`src/sync_serial_port_map.vh`:
```
// Register offsets, field positions, mode codes and divider counts.
`ifndef SYNC_SERIAL_PORT_MAP_VH
`define SYNC_SERIAL_PORT_MAP_VH

// ---------------------------------------------------------------
// Register byte offsets (one aligned 32-bit word each)
// ---------------------------------------------------------------
`define OFS_STATUS     5'h00
`define OFS_CONTROL    5'h04
`define OFS_BUFFER     5'h08
`define OFS_SLV_ADDR   5'h0c
`define OFS_DIRECTION  5'h10

// ---------------------------------------------------------------
// Status register bit positions
// ---------------------------------------------------------------
`define ST_SAMPLE 7
`define ST_CKE   6
`define ST_DA    5
`define ST_STOP  4
`define ST_START 3
`define ST_RW    2
`define ST_REWRITE 1
`define ST_FULL  0

// ---------------------------------------------------------------
// Control register bit positions
// ---------------------------------------------------------------
`define CT_WCOL  7
`define CT_OV    6
`define CT_EN    5
`define CT_POL   4

// ---------------------------------------------------------------
// Mode select codes
// ---------------------------------------------------------------
`define MODE_M4      4'h0
`define MODE_M16     4'h1
`define MODE_M64     4'h2
`define MODE_MTMR2   4'h3
`define MODE_SLV_SS  4'h4
`define MODE_SLV     4'h5
`define MODE_I2C_10A 4'h7
`define MODE_I2C_10S 4'hf

// ---------------------------------------------------------------
// Half-period counts of the master clock (count reaches value)
// ---------------------------------------------------------------
`define HALF_DIV4    5'h01
`define HALF_DIV16   5'h07
`define HALF_DIV64   5'h1f
`define EDGES_FRAME  5'h10
`define BITS_FRAME   4'h8
`define LAST_BIT     4'h7
`define ZERO8        8'h00

`endif

```
`src/sync_serial_port_status.v`:
```
// Synchronous serial port: SPI shifter, APB registers, I2C status flags.
//
// Implementation choices: the APB register port and the address map.
`timescale 1ns/1ps
`include "sync_serial_port_map.vh"

module sync_serial_port_status (
  // Clock and reset
  input  wire       pclk,
  input  wire       presetn,
  // APB slave
  input  wire       psel,
  input  wire       penable,
  input  wire       pwrite,
  input  wire [4:0] paddr,
  input  wire [31:0] pwdata,
  output reg  [31:0] prdata,
  output wire       pready,
  output wire       pslverr,
  // SPI pins (enables active low)
  input  wire       sck_in,
  output reg        sck_out,
  output wire       sck_oe_n,
  output reg        sdo_out,
  output wire       sdo_oe_n,
  input  wire       sdi_in,
  input  wire       ss_n_in,
  // Timer 2 match pulse, same clock
  input  wire       tmr2_pulse,
  // I2C engine events, same clock
  input  wire       i2c_start_det,
  input  wire       i2c_stop_det,
  input  wire       i2c_ack_det,
  input  wire       i2c_addr_match,
  input  wire       i2c_rw_in,
  input  wire       i2c_byte_done,
  input  wire       i2c_byte_is_data,
  input  wire       i2c_rx_valid,
  input  wire [7:0] i2c_rx_data,
  input  wire       i2c_tx_done,
  input  wire       i2c_update_addr,
  // To the I2C engine
  output reg  [7:0] i2c_tx_data,
  output reg        i2c_tx_load,
  output reg  [7:0] slave_address_register
);

  // -------------------------------------------------------------
  // Registers
  // -------------------------------------------------------------
  reg        input_sample_phase;        // Status bit 7
  reg        clock_edge_select;         // Status bit 6
  reg        data_not_address;          // Status bit 5
  reg        stop_seen;                 // Status bit 4
  reg        start_seen;                // Status bit 3
  reg        read_not_write;            // Status bit 2
  reg        address_rewrite_flag;      // Status bit 1
  reg        buffer_full_flag;          // Status bit 0
  reg        write_collision;           // Control bit 7
  reg        receive_overflow;          // Control bit 6
  reg        port_enable_bit;           // Control bit 5
  reg        clock_idle_polarity;       // Control bit 4
  reg  [3:0] port_mode_select;          // Control bits 3:0
  reg  [7:0] serial_buffer;             // Last received byte
  reg        data_output_direction_bit; // Stored direction, 1 = input

  // -------------------------------------------------------------
  // Pin synchronisers
  // -------------------------------------------------------------
  reg  [1:0] sck_sync;                  // Bit 0 read only by bit 1
  reg  [1:0] sdi_sync;
  reg  [1:0] ss_sync;
  reg        sck_prev;                  // Previous synced clock

  // -------------------------------------------------------------
  // Shift engine state
  // -------------------------------------------------------------
  reg        busy;                      // Master frame running
  reg  [4:0] edge_cnt;                  // Master clock edges issued
  reg  [3:0] bit_cnt;                   // Bits sampled this frame
  reg        sample_pending;            // Late sample awaiting tick
  reg        lead_seen;                 // First leading edge passed
  reg  [7:0] tx_shift;                  // Outgoing byte
  reg  [7:0] serial_shift_register;     // Incoming byte
  reg  [4:0] div_cnt;                   // Master clock divider

  // -------------------------------------------------------------
  // Decodes
  // -------------------------------------------------------------
  wire spi_mode    = port_enable_bit && (port_mode_select <= `MODE_SLV);
  wire master_mode = spi_mode && (port_mode_select <= `MODE_MTMR2);
  wire slave_mode  = spi_mode && !master_mode;
  wire i2c_mode    = port_enable_bit && !spi_mode;
  wire ten_bit     = (port_mode_select == `MODE_I2C_10A) ||
                     (port_mode_select == `MODE_I2C_10S);
  wire ss_ctrl     = port_mode_select == `MODE_SLV_SS;
  wire ss_high     = ss_sync[1];
  wire slave_reset = slave_mode && ss_ctrl && ss_high;
  wire [7:0] status_word = {input_sample_phase, clock_edge_select,
                            data_not_address, stop_seen, start_seen,
                            read_not_write, address_rewrite_flag,
                            buffer_full_flag};
  // Direction readback is forced high by slave-select so a
  // read-modify-write stores the set bit and parks the output
  wire dir_readback = slave_reset | data_output_direction_bit;

  // APB strobes; pready is always high, no wait states
  wire setup_ph = psel && !penable;
  wire acc_wr   = psel && penable && pwrite;
  wire acc_rd   = psel && penable && !pwrite;
  wire mapped   = (paddr == `OFS_STATUS)  || (paddr == `OFS_CONTROL) ||
                  (paddr == `OFS_BUFFER)  || (paddr == `OFS_SLV_ADDR) ||
                  (paddr == `OFS_DIRECTION);
  assign pready  = 1'b1;
  assign pslverr = psel && penable && !mapped;
  wire wr_status = acc_wr && (paddr == `OFS_STATUS);
  wire wr_ctrl   = acc_wr && (paddr == `OFS_CONTROL);
  wire wr_buf    = acc_wr && (paddr == `OFS_BUFFER);
  wire wr_addr   = acc_wr && (paddr == `OFS_SLV_ADDR);
  wire wr_dir    = acc_wr && (paddr == `OFS_DIRECTION);
  wire rd_buf    = acc_rd && (paddr == `OFS_BUFFER);

  // Master half-period tick from the divider or timer 2
  reg  [4:0] half_lim;
  always @* begin
    case (port_mode_select)
      `MODE_M4:  half_lim = `HALF_DIV4;
      `MODE_M16: half_lim = `HALF_DIV16;
      default:   half_lim = `HALF_DIV64;
    endcase
  end
  wire tick = busy && ((port_mode_select == `MODE_MTMR2) ? tmr2_pulse :
                       (div_cnt == half_lim));

  // Leading edge leaves the idle level, trailing returns to it
  wire m_edge   = tick && (edge_cnt < `EDGES_FRAME);
  wire s_change = slave_mode && !slave_reset && (sck_sync[1] != sck_prev);
  wire lead_ev  = master_mode ? (m_edge && !edge_cnt[0]) :
                  (s_change && (sck_sync[1] != clock_idle_polarity));
  wire trail_ev = master_mode ? (m_edge && edge_cnt[0]) :
                  (s_change && (sck_sync[1] == clock_idle_polarity));
  // Edge bit 1 puts data change on the trailing edge so it is
  // stable on the leading one; edge bit 0 the reverse
  wire mid_ev   = clock_edge_select ? lead_ev : trail_ev;
  wire out_ev   = clock_edge_select ? trail_ev : (lead_ev && lead_seen);
  // Late sampling only in master; slave ignores the sample-phase
  // bit and always samples on the middle event
  wire late     = master_mode && input_sample_phase;
  wire samp_ev  = late ? (sample_pending && tick) : mid_ev;
  wire byte_done = samp_ev && (bit_cnt == `LAST_BIT);
  wire frame_end = busy && (edge_cnt == `EDGES_FRAME) &&
                   (bit_cnt == `BITS_FRAME);
  wire xfer_busy = master_mode ? busy : (bit_cnt != 4'h0);

  // -------------------------------------------------------------
  // Pin outputs
  // -------------------------------------------------------------
  assign sck_oe_n = !master_mode;
  assign sdo_oe_n = !(spi_mode && !dir_readback);

  // -------------------------------------------------------------
  // Synchronisers for pins
  // -------------------------------------------------------------
  always @(posedge pclk or negedge presetn) begin
    if (!presetn) begin
      sck_sync <= 2'h0;
      sdi_sync <= 2'h0;
      ss_sync  <= 2'h3;
      sck_prev <= 1'b0;
    end else begin
      sck_sync <= {sck_sync[0], sck_in};
      sdi_sync <= {sdi_sync[0], sdi_in};
      // Keeps the pin level: a high stage means deselected
      ss_sync  <= {ss_sync[0], ss_n_in};
      sck_prev <= sck_sync[1];
    end
  end

  // -------------------------------------------------------------
  // APB read data, captured in the setup phase
  // -------------------------------------------------------------
  always @(posedge pclk or negedge presetn) begin
    if (!presetn) begin
      prdata <= 32'h0000_0000;
    end else if (setup_ph) begin
      case (paddr)
        `OFS_STATUS:    prdata <= {24'h00_0000, status_word};
        `OFS_CONTROL:   prdata <= {24'h00_0000, write_collision,
                                   receive_overflow, port_enable_bit,
                                   clock_idle_polarity, port_mode_select};
        `OFS_BUFFER:    prdata <= {24'h00_0000, serial_buffer};
        `OFS_SLV_ADDR:  prdata <= {24'h00_0000, slave_address_register};
        `OFS_DIRECTION: prdata <= {31'h0000_0000, dir_readback};
        default:        prdata <= 32'h0000_0000;
      endcase
    end
  end

  // -------------------------------------------------------------
  // Control, address and direction registers
  // -------------------------------------------------------------
  always @(posedge pclk or negedge presetn) begin
    if (!presetn) begin
      write_collision           <= 1'b0;
      receive_overflow          <= 1'b0;
      port_enable_bit           <= 1'b0;
      clock_idle_polarity       <= 1'b0;
      port_mode_select          <= 4'h0;
      slave_address_register    <= `ZERO8;
      data_output_direction_bit <= 1'b1;
      input_sample_phase        <= 1'b0;
      clock_edge_select         <= 1'b0;
    end else begin
      if (wr_ctrl) begin
        // Flags clear only by software; a set below wins
        write_collision     <= pwdata[`CT_WCOL];
        receive_overflow    <= pwdata[`CT_OV];
        port_enable_bit     <= pwdata[`CT_EN];
        clock_idle_polarity <= pwdata[`CT_POL];
        port_mode_select    <= pwdata[3:0];
      end
      if (wr_status) begin
        // Lower six bits belong to hardware and ignore writes
        input_sample_phase <= pwdata[`ST_SAMPLE];
        clock_edge_select  <= pwdata[`ST_CKE];
      end
      if (wr_addr) begin
        slave_address_register <= pwdata[7:0];
      end
      if (wr_dir) begin
        data_output_direction_bit <= pwdata[0];
      end
      // Write while shifting is dropped and flagged
      if (wr_buf && spi_mode && xfer_busy) begin
        write_collision <= 1'b1;
      end
      // Slave byte landing on a full buffer is lost
      if (byte_done && slave_mode && buffer_full_flag && !rd_buf) begin
        receive_overflow <= 1'b1;
      end
      if (i2c_mode && i2c_rx_valid && buffer_full_flag && !rd_buf) begin
        receive_overflow <= 1'b1;
      end
    end
  end

  // -------------------------------------------------------------
  // Master clock divider and clock pin
  // -------------------------------------------------------------
  always @(posedge pclk or negedge presetn) begin
    if (!presetn) begin
      div_cnt <= 5'h00;
      sck_out <= 1'b0;
    end else begin
      if (!busy || tick) begin
        div_cnt <= 5'h00;
      end else begin
        div_cnt <= div_cnt + 5'h01;
      end
      if (!busy) begin
        sck_out <= clock_idle_polarity;
      end else if (m_edge) begin
        sck_out <= ~sck_out;
      end
    end
  end

  // -------------------------------------------------------------
  // Shift engine: both directions move together, MSB first
  // -------------------------------------------------------------
  always @(posedge pclk or negedge presetn) begin
    if (!presetn) begin
      busy                  <= 1'b0;
      edge_cnt              <= 5'h00;
      bit_cnt               <= 4'h0;
      sample_pending        <= 1'b0;
      lead_seen             <= 1'b0;
      tx_shift              <= `ZERO8;
      serial_shift_register <= `ZERO8;
      sdo_out               <= 1'b0;
    end else if (!spi_mode || slave_reset) begin
      // Disabled port or deselected slave restarts the frame
      busy           <= 1'b0;
      edge_cnt       <= 5'h00;
      bit_cnt        <= 4'h0;
      sample_pending <= 1'b0;
      lead_seen      <= 1'b0;
    end else begin
      if (wr_buf && !xfer_busy) begin
        // First bit is presented before the first clock edge
        tx_shift <= pwdata[7:0];
        sdo_out  <= pwdata[7];
        busy     <= master_mode;
        edge_cnt <= 5'h00;
        bit_cnt  <= 4'h0;
        lead_seen <= 1'b0;
      end else begin
        if (m_edge) begin
          edge_cnt <= edge_cnt + 5'h01;
        end
        if (lead_ev) begin
          lead_seen <= 1'b1;
        end
        if (out_ev) begin
          tx_shift <= {tx_shift[6:0], 1'b0};
          sdo_out  <= tx_shift[6];
        end
        if (samp_ev) begin
          serial_shift_register <= {serial_shift_register[6:0],
                                    sdi_sync[1]};
          sample_pending <= 1'b0;
        end else if (late && mid_ev) begin
          sample_pending <= 1'b1;
        end
        if (byte_done && slave_mode) begin
          bit_cnt   <= 4'h0;
          lead_seen <= 1'b0;
        end else if (samp_ev) begin
          bit_cnt <= bit_cnt + 4'h1;
        end
        if (frame_end) begin
          busy <= 1'b0;
        end
      end
    end
  end

  // -------------------------------------------------------------
  // Receive buffer and buffer-full flag
  // -------------------------------------------------------------
  wire [7:0] rx_byte = {serial_shift_register[6:0], sdi_sync[1]};
  wire spi_land = byte_done && (master_mode || !buffer_full_flag ||
                                rd_buf);
  wire i2c_land = i2c_mode && i2c_rx_valid &&
                  (!buffer_full_flag || rd_buf);
  always @(posedge pclk or negedge presetn) begin
    if (!presetn) begin
      serial_buffer    <= `ZERO8;
      buffer_full_flag <= 1'b0;
      i2c_tx_data      <= `ZERO8;
      i2c_tx_load      <= 1'b0;
    end else begin
      i2c_tx_load <= wr_buf && i2c_mode;
      if (wr_buf && i2c_mode) begin
        i2c_tx_data <= pwdata[7:0];
      end
      if (!port_enable_bit) begin
        buffer_full_flag <= 1'b0;
      end else if (spi_land) begin
        serial_buffer    <= rx_byte;
        buffer_full_flag <= 1'b1;
      end else if (i2c_land) begin
        serial_buffer    <= i2c_rx_data;
        buffer_full_flag <= 1'b1;
      end else if (wr_buf && i2c_mode) begin
        buffer_full_flag <= 1'b1;
      end else if (i2c_mode && i2c_tx_done) begin
        buffer_full_flag <= 1'b0;
      end else if (rd_buf) begin
        buffer_full_flag <= 1'b0;
      end
    end
  end

  // -------------------------------------------------------------
  // I2C status flags, fed by the bus engine
  // -------------------------------------------------------------
  always @(posedge pclk or negedge presetn) begin
    if (!presetn) begin
      data_not_address     <= 1'b0;
      stop_seen            <= 1'b0;
      start_seen           <= 1'b0;
      read_not_write       <= 1'b0;
      address_rewrite_flag <= 1'b0;
    end else if (!i2c_mode) begin
      // Disabled port or SPI use leaves every flag clear
      data_not_address     <= 1'b0;
      stop_seen            <= 1'b0;
      start_seen           <= 1'b0;
      read_not_write       <= 1'b0;
      address_rewrite_flag <= 1'b0;
    end else begin
      if (i2c_byte_done) begin
        data_not_address <= i2c_byte_is_data;
      end
      if (i2c_stop_det) begin
        stop_seen  <= 1'b1;
        start_seen <= 1'b0;
      end else if (i2c_start_det) begin
        start_seen <= 1'b1;
        stop_seen  <= 1'b0;
      end
      // Direction holds only from match to next start, stop or ack
      if (i2c_addr_match) begin
        read_not_write <= i2c_rw_in;
      end else if (i2c_start_det || i2c_stop_det || i2c_ack_det) begin
        read_not_write <= 1'b0;
      end
      if (ten_bit && i2c_update_addr) begin
        address_rewrite_flag <= 1'b1;
      end else if (wr_addr) begin
        address_rewrite_flag <= 1'b0;
      end
    end
  end

endmodule

```
`config.mk`:
```
export PLATFORM = sky130hd
export DESIGN_NAME = sync_serial_port_status
export DESIGN_NICKNAME = d
export VERILOG_FILES = /design/src/sync_serial_port_status.v
export VERILOG_INCLUDE_DIRS = /design/src
export SDC_FILE = /design/constraint.sdc
export NUM_CORES = 1
export LEC_CHECK = 0
export BUFFER_PORTS_ARGS = -buffer_cell sky130_fd_sc_hd__buf_2
export CAP_MARGIN = 15
export CORE_AREA = 3 3 116 146
export DETAILED_ROUTE_END_ITERATION = 10
export DIE_AREA = 0 0 119 149
export SLEW_MARGIN = 20
export SYNTH_ARGS = -nofsm -noshare
export SYNTH_HDL_FRONTEND = slang
export SYNTH_SLANG_ARGS = --single-unit
```
`constraint.sdc`:
```
create_clock -name pclk -period 4.9 [get_ports pclk]
set_clock_uncertainty 0.15 [all_clocks]
set_input_delay 1.47 -clock pclk [delete_from_list [all_inputs] [get_ports pclk]]
set_output_delay 1.47 -clock pclk [all_outputs]
set_load 0.03 [all_outputs]
```
# Yosys cells after proc, flatten, opt, wreduce, memory -nomap -nowiden
# Index checks and enable logic that the tools add are counted.
dict set report totals {
  ff_bits 114
  in_bits 64
  out_inout_bits 55
  elab_cells 215
}
dict set report classes {
  n_addsub 3
  n_lt_le_gt_ge 3
  eq_ne 23
  muxes 61
  bitwise_logic 4
  reduce_logical 88
}
# operator count
set ops {}
lappend ops {{logical AND 1 bit} 47}
lappend ops {{2-to-1 mux 1 bit} 47}
lappend ops {{case mux 8 bit (5 select lines)} 1}
lappend ops {{2-to-1 mux 5 bit} 4}
lappend ops {{2-to-1 mux 4 bit} 4}
lappend ops {{2-to-1 mux 8 bit} 2}
lappend ops {{2-to-1 mux 7 bit} 2}
lappend ops {{logical NOT 1 bit} 13}
lappend ops {{== test 4 x 3 -> 1 bit, second input constant} 3}
lappend ops {{logical OR 1 bit} 12}
lappend ops {{nonzero test 3 bit} 4}
lappend ops {{nonzero test 4 bit} 3}
lappend ops {{adder 5 x 1 -> 5 bit, second input constant} 2}
lappend ops {{== test 5 x 4 -> 1 bit, second input constant} 2}
lappend ops {{== test 5 bit, second input constant} 2}
lappend ops {{case mux 5 bit (2 select lines)} 1}
lappend ops {{== test 4 bit, second input constant} 2}
lappend ops {{inequality test 6 x 1 -> 1 bit, second input constant} 1}
lappend ops {{AND reduction 2 bit} 3}
lappend ops {{nonzero test 2 bit} 3}
lappend ops {{== test 5 x 3 -> 1 bit, second input constant} 1}
lappend ops {{== test 5 bit} 1}
lappend ops {{logical NOT 5 bit} 1}
lappend ops {{less-than comparator 5 bit, second input constant} 1}
lappend ops {{other kinds (16)} 20}

# Depth between registers and ports, before layout
dict set report depth {
  ltp_word 20
  depth_mapped 9
  ltp_nobuf 8
}

# Worst setup path before layout
# OpenSTA, ideal clock, no wires.
dict set report synth_timing {
  path_type {input port to output port}
  startpoint {input port paddr[1]}
  endpoint {output port pslverr}
  arrival_ns 2.250
  required_ns 3.280
  path_slack_ns 1.030
  cell_stages 2
  n_path_buf 0
  cell_sequence {nor3_1 nor3_1}
}
dict set report synth_between {
  elab_chain_cells 7
  word_cells_on_any_way 11
  classes_between {4 x eq/ne; 7 x reduce/logical}
}
# element line_no
set synth_lines {}
lappend synth_lines {{from (decl)} sync_serial_port_status.v:15} ;# input wire [4:0] paddr,
lappend synth_lines {{== test 5 x 3 -> 1 bit / logical NOT 5 bit (equally long branches)} n/a}
lappend synth_lines {{logical OR 1 bit (3 in a row)} sync_serial_port_status.v:111} ;# wire mapped = (paddr == `OFS_STATUS) || (paddr == `OFS_CONTROL) ||
lappend synth_lines {{logical OR 1 bit (*)} sync_serial_port_status.v:111}
lappend synth_lines {{logical NOT 1 bit (*)} sync_serial_port_status.v:115} ;# assign pslverr = psel && penable && !mapped;
lappend synth_lines {{logical AND 1 bit (*)} sync_serial_port_status.v:115}
lappend synth_lines {{to (decl)} sync_serial_port_status.v:19} ;# output wire pslverr,
# Mark *: on every way between the ends. The rest lies on a longest branch, timed or not.

# Worst setup path after layout
# Ends and elaborated chain as after synthesis.

==> run_results.csv <==
group,metric,value,unit
status,outcome,"complete, no violations",
final_layout,area_growth,16.4,%
worst_hold_path,hp-class,"reg2reg",
setup_path,cp_num_cells,4,
grt,grt_pass1_vias,3484,
setup_path,crit_top_cell,"buf_2",
setup_path,worstRegToRegCells,6,
route,first_pass_iters,5,
sta,fin_crit_sh,84.0,%
sta,fin_tns_setup,0,ns
route,route.detailed.wl_per_inst,15.8,um
sta,slew_viol_final,0,
grt,global_route.overflow_total,0,
final_layout,antenna_cells,0,
clocking,clock_path_buffers,2,
place,io_buffers,69,
floorplanning,die_h,149,um
sta,fmax,243,MHz
clocking,cts_tree,"done",
synthesis,synth-main-ff-cell,"dfrtp_1",
synthesis,synth_area_per_cell,10.8,sq um
synthesis,yosysUniqueCellTypes,53,
clocking,cts_hold_buf,0,
setup_path,cpMaxStageDelayCell,"nor4_1",
sta,tightest_slew,0.965,ns
place,placed_area,5130,sq um
setup_path,crit_buf_inv,2,
sta,setup_viol_count_final,0,
final_layout,nets,564,
synthesis,syn_inst,433,
setup_path,path_max_fanout,4,
setup_path,endpoint_kind,"primary output",
synthesis,yosysSeqAreaShare,48.2,%
place,place_congestion,0.848,
route,remaining_drc_errors,0,
clocking,ctsResizeCount,0,
setup_path,arrival,2.50,ns
setup_path,crit_chain,"buf_2 -> nor4_1 -> nor3_1 -> buf_2",
sta,relSlewSlack,35.5,%
floorplanning,rows,51,
synthesis,synth-edff-count,0,
clocking,cts_htree_levels,3,
sta,rsz0062_at_grt,"no",
synthesis,yosysWarnings,0,
final_layout,fin_util,34.8,%
grt,grt_max_degree,84,
route,vias,3414,
sta,layout_min_cycle_time,4.12,ns
worst_hold_path,hold_depth,0,
setup_path,crit_type,"in2out",
clocking,cts_setup_buffers,0,
floorplanning,core-area,15600,sq um
power_and_ir_drop,p_leak,2.58,nW
place,place_hpwl,8590,um
clocking,clk_latency,0.35,ns
setup_path,max_stage_delay,0.60,ns
route,route.antenna.remaining_nets,0,
floorplanning,ios,119,
clocking,numCtsBuffers,9,
synthesis,ys_seq_elements,90,
power_and_ir_drop,p_per_area,346,nW/um^2
clocking,cts_root_buf,"clkbuf_16",
synthesis,syn-cell-area,4680,sq um
clocking,clk_pin_slew_worst_paths,0.06,ns
synthesis,async_flop_share,100,%
final_layout,final_area,5450,sq um
sta,hold_viol_final,0,
floorplanning,initial_core_util,29.9,%
route,drt-total-wl,11200,um
grt,grt_antenna_before_repair,0,
grt,grt_pass1_wl,18300,um
clocking,numClockSinks,90,
setup_path,startpoint_type,"input pin",
floorplanning,die_w,119,um
floorplanning,dieArea,17700,sq um
setup_path,cp.required,3.28,ns
route,first_iter_violations,175,
final_layout,layout-drive-gt1-share,31.8,%
route,vias_per_cell,4.79,
grt,globalRouteTotalUtil,13.0,%
job,maxCapViolations,0,
power_and_ir_drop,irDropWorstVdd,0.000196,V
setup_path,critPathTopFamily,"simple AND/OR/NAND/NOR gates",
## power by group
part	switching [W]	internal [W]
Clock	0.000310	0.000407
Sequential	0.0000563	0.000805
Combinational	0.000180	0.000124
Total	0.000546	0.00134
## metrics by stage
stage          total power, W  setup slack (ns)  instances  hold WS, ns
2_1_floorplan         0.00109              1.03        456        0.181
3_3_place_gp          0.00117             0.761        696        0.184
3_5_place_dp          0.00118             0.713        696        0.185
4_1_cts               0.00191             0.793        712        0.199
5_1_grt               0.00197             0.707        712        0.206
6_report              0.00188             0.782        712        0.199
## path summary, 6_finish.rpt
| path | start | end | slack [ns] |
|---|---|---|---|
| min in group asynchronous | presetn | serial_buffer[6] | 1.01 |
| worst min-delay path | sck_sync[0] | sck_sync[1] | 0.20 |
| max in group asynchronous | presetn | ss_sync[1] | 2.87 |
| worst max register to register | port_mode_select[3] | serial_buffer[6] | 1.60 |
| worst max-delay path | paddr[1] | pslverr | 0.78 |
| worst min register to register | sck_sync[0] | sck_sync[1] | 0.20 |
## logic make-up (layout without fill, tap and decap cells)
group           Yosys count  count (layout)  share of synthesized area [%]
fa+ha+maj                 5               5                           1.34
compound gates           65              65                           10.0
mux                      67              67                           15.9
flops                    90              90                           48.2
buf+inv                  56             100                           6.74
simple gates            138             138                           15.8
other cells               2              25                          0.161
xor+xnor                 10              10                           1.87
## sequential cells by signal, indices dropped and copies added (netlist names), 2 cells and up
| signal | cells |
|---|---|
| slave_address_register | 8 |
| i2c_tx_data | 8 |
| port_mode_select | 4 |
| serial_shift_register | 7 |
| sdi_sync | 2 |
| ss_sync | 2 |
| tx_shift | 7 |
| prdata | 8 |
| div_cnt | 5 |
| edge_cnt | 5 |
| bit_cnt | 4 |
| serial_buffer | 8 |
| sck_sync | 2 |
## Yosys cell counts (all sizes together), types with 2 or more instances
cell | number | area share, %
nor2 | 37 | 3.0
and3 | 5 | 0.67
nand3 | 7 | 0.75
xnor2 | 4 | 0.75
a22oi | 16 | 2.6
and2 | 7 | 0.94
dfstp | 3 | 1.7
mux2i | 10 | 2.1
nor3b | 5 | 1.3
o31ai | 3 | 0.78
nand2b | 8 | 1.1
a21oi | 13 | 1.4
nand3b | 3 | 0.48
a21o | 2 | 0.32
xor2 | 6 | 1.1
clkbuf | 14 | 1.1
nor2b | 7 | 0.94
ha | 5 | 1.3
dfrtp | 87 | 47
a211oi | 2 | 0.32
nand2 | 33 | 2.6
o21ai | 8 | 0.86
o211ai | 2 | 0.32
nor4 | 5 | 0.80
mux2 | 57 | 14
buf | 31 | 4.7
a31oi | 9 | 1.2
inv | 11 | 0.88
nor3 | 5 | 0.53
conb | 2 | 0.16
a22o | 2 | 0.37
nand4 | 8 | 1.1
and3b | 2 | 0.37
## cell usage in the layout, fill, tap and decap left out, drive strengths merged, types with 2 or more instances in the layout
master,count
nor4,5
a22o,2
mux2i,10
o31ai,3
and2,7
dfrtp,87
xor2,6
o211ai,2
a21oi,13
nor3,5
buf,73
nand2b,8
and3,5
nand3b,3
nor3b,5
a211oi,2
o21ai,8
and3b,2
ha,5
nor2b,7
a31oi,9
clkbuf,9
conb,25
a22oi,16
nand2,33
inv,16
mux2,57
a21o,2
nand3,7
nand4,8
nor2,37
dfstp,3
xnor2,4
## metal layers
layer | up-vias | part of all wire [%] | global-route usage [%]
met5 | - | 0 | 0
met4 | 0 | 2.5 | 5.28
met3 | 18 | 5.0 | 2.31
met2 | 121 | 50 | 21.8
met1 | 1670 | 43 | 16.7
li1 | 1605 | - | -
## worst reg2reg max path: stages (launching register included)
cell	delay, ns
dfrtp_1	0.58
nor4_2	0.35
mux2i_1	0.18
o31ai_4	0.48
a22o_1	0.48
nor3b_4	0.56
mux2_2	0.41
## cell type report
class                   count  area (sq um)
well taps                 212           265
fillers                  1578         10200
flip-flops and latches     90          2260
inverters                  11          41.3
clock buffers               9           225
multi-input cells         310          2190
clock inverters             7          83.8
repair buffers             73           382
Power figures use the tool's default switching activity.
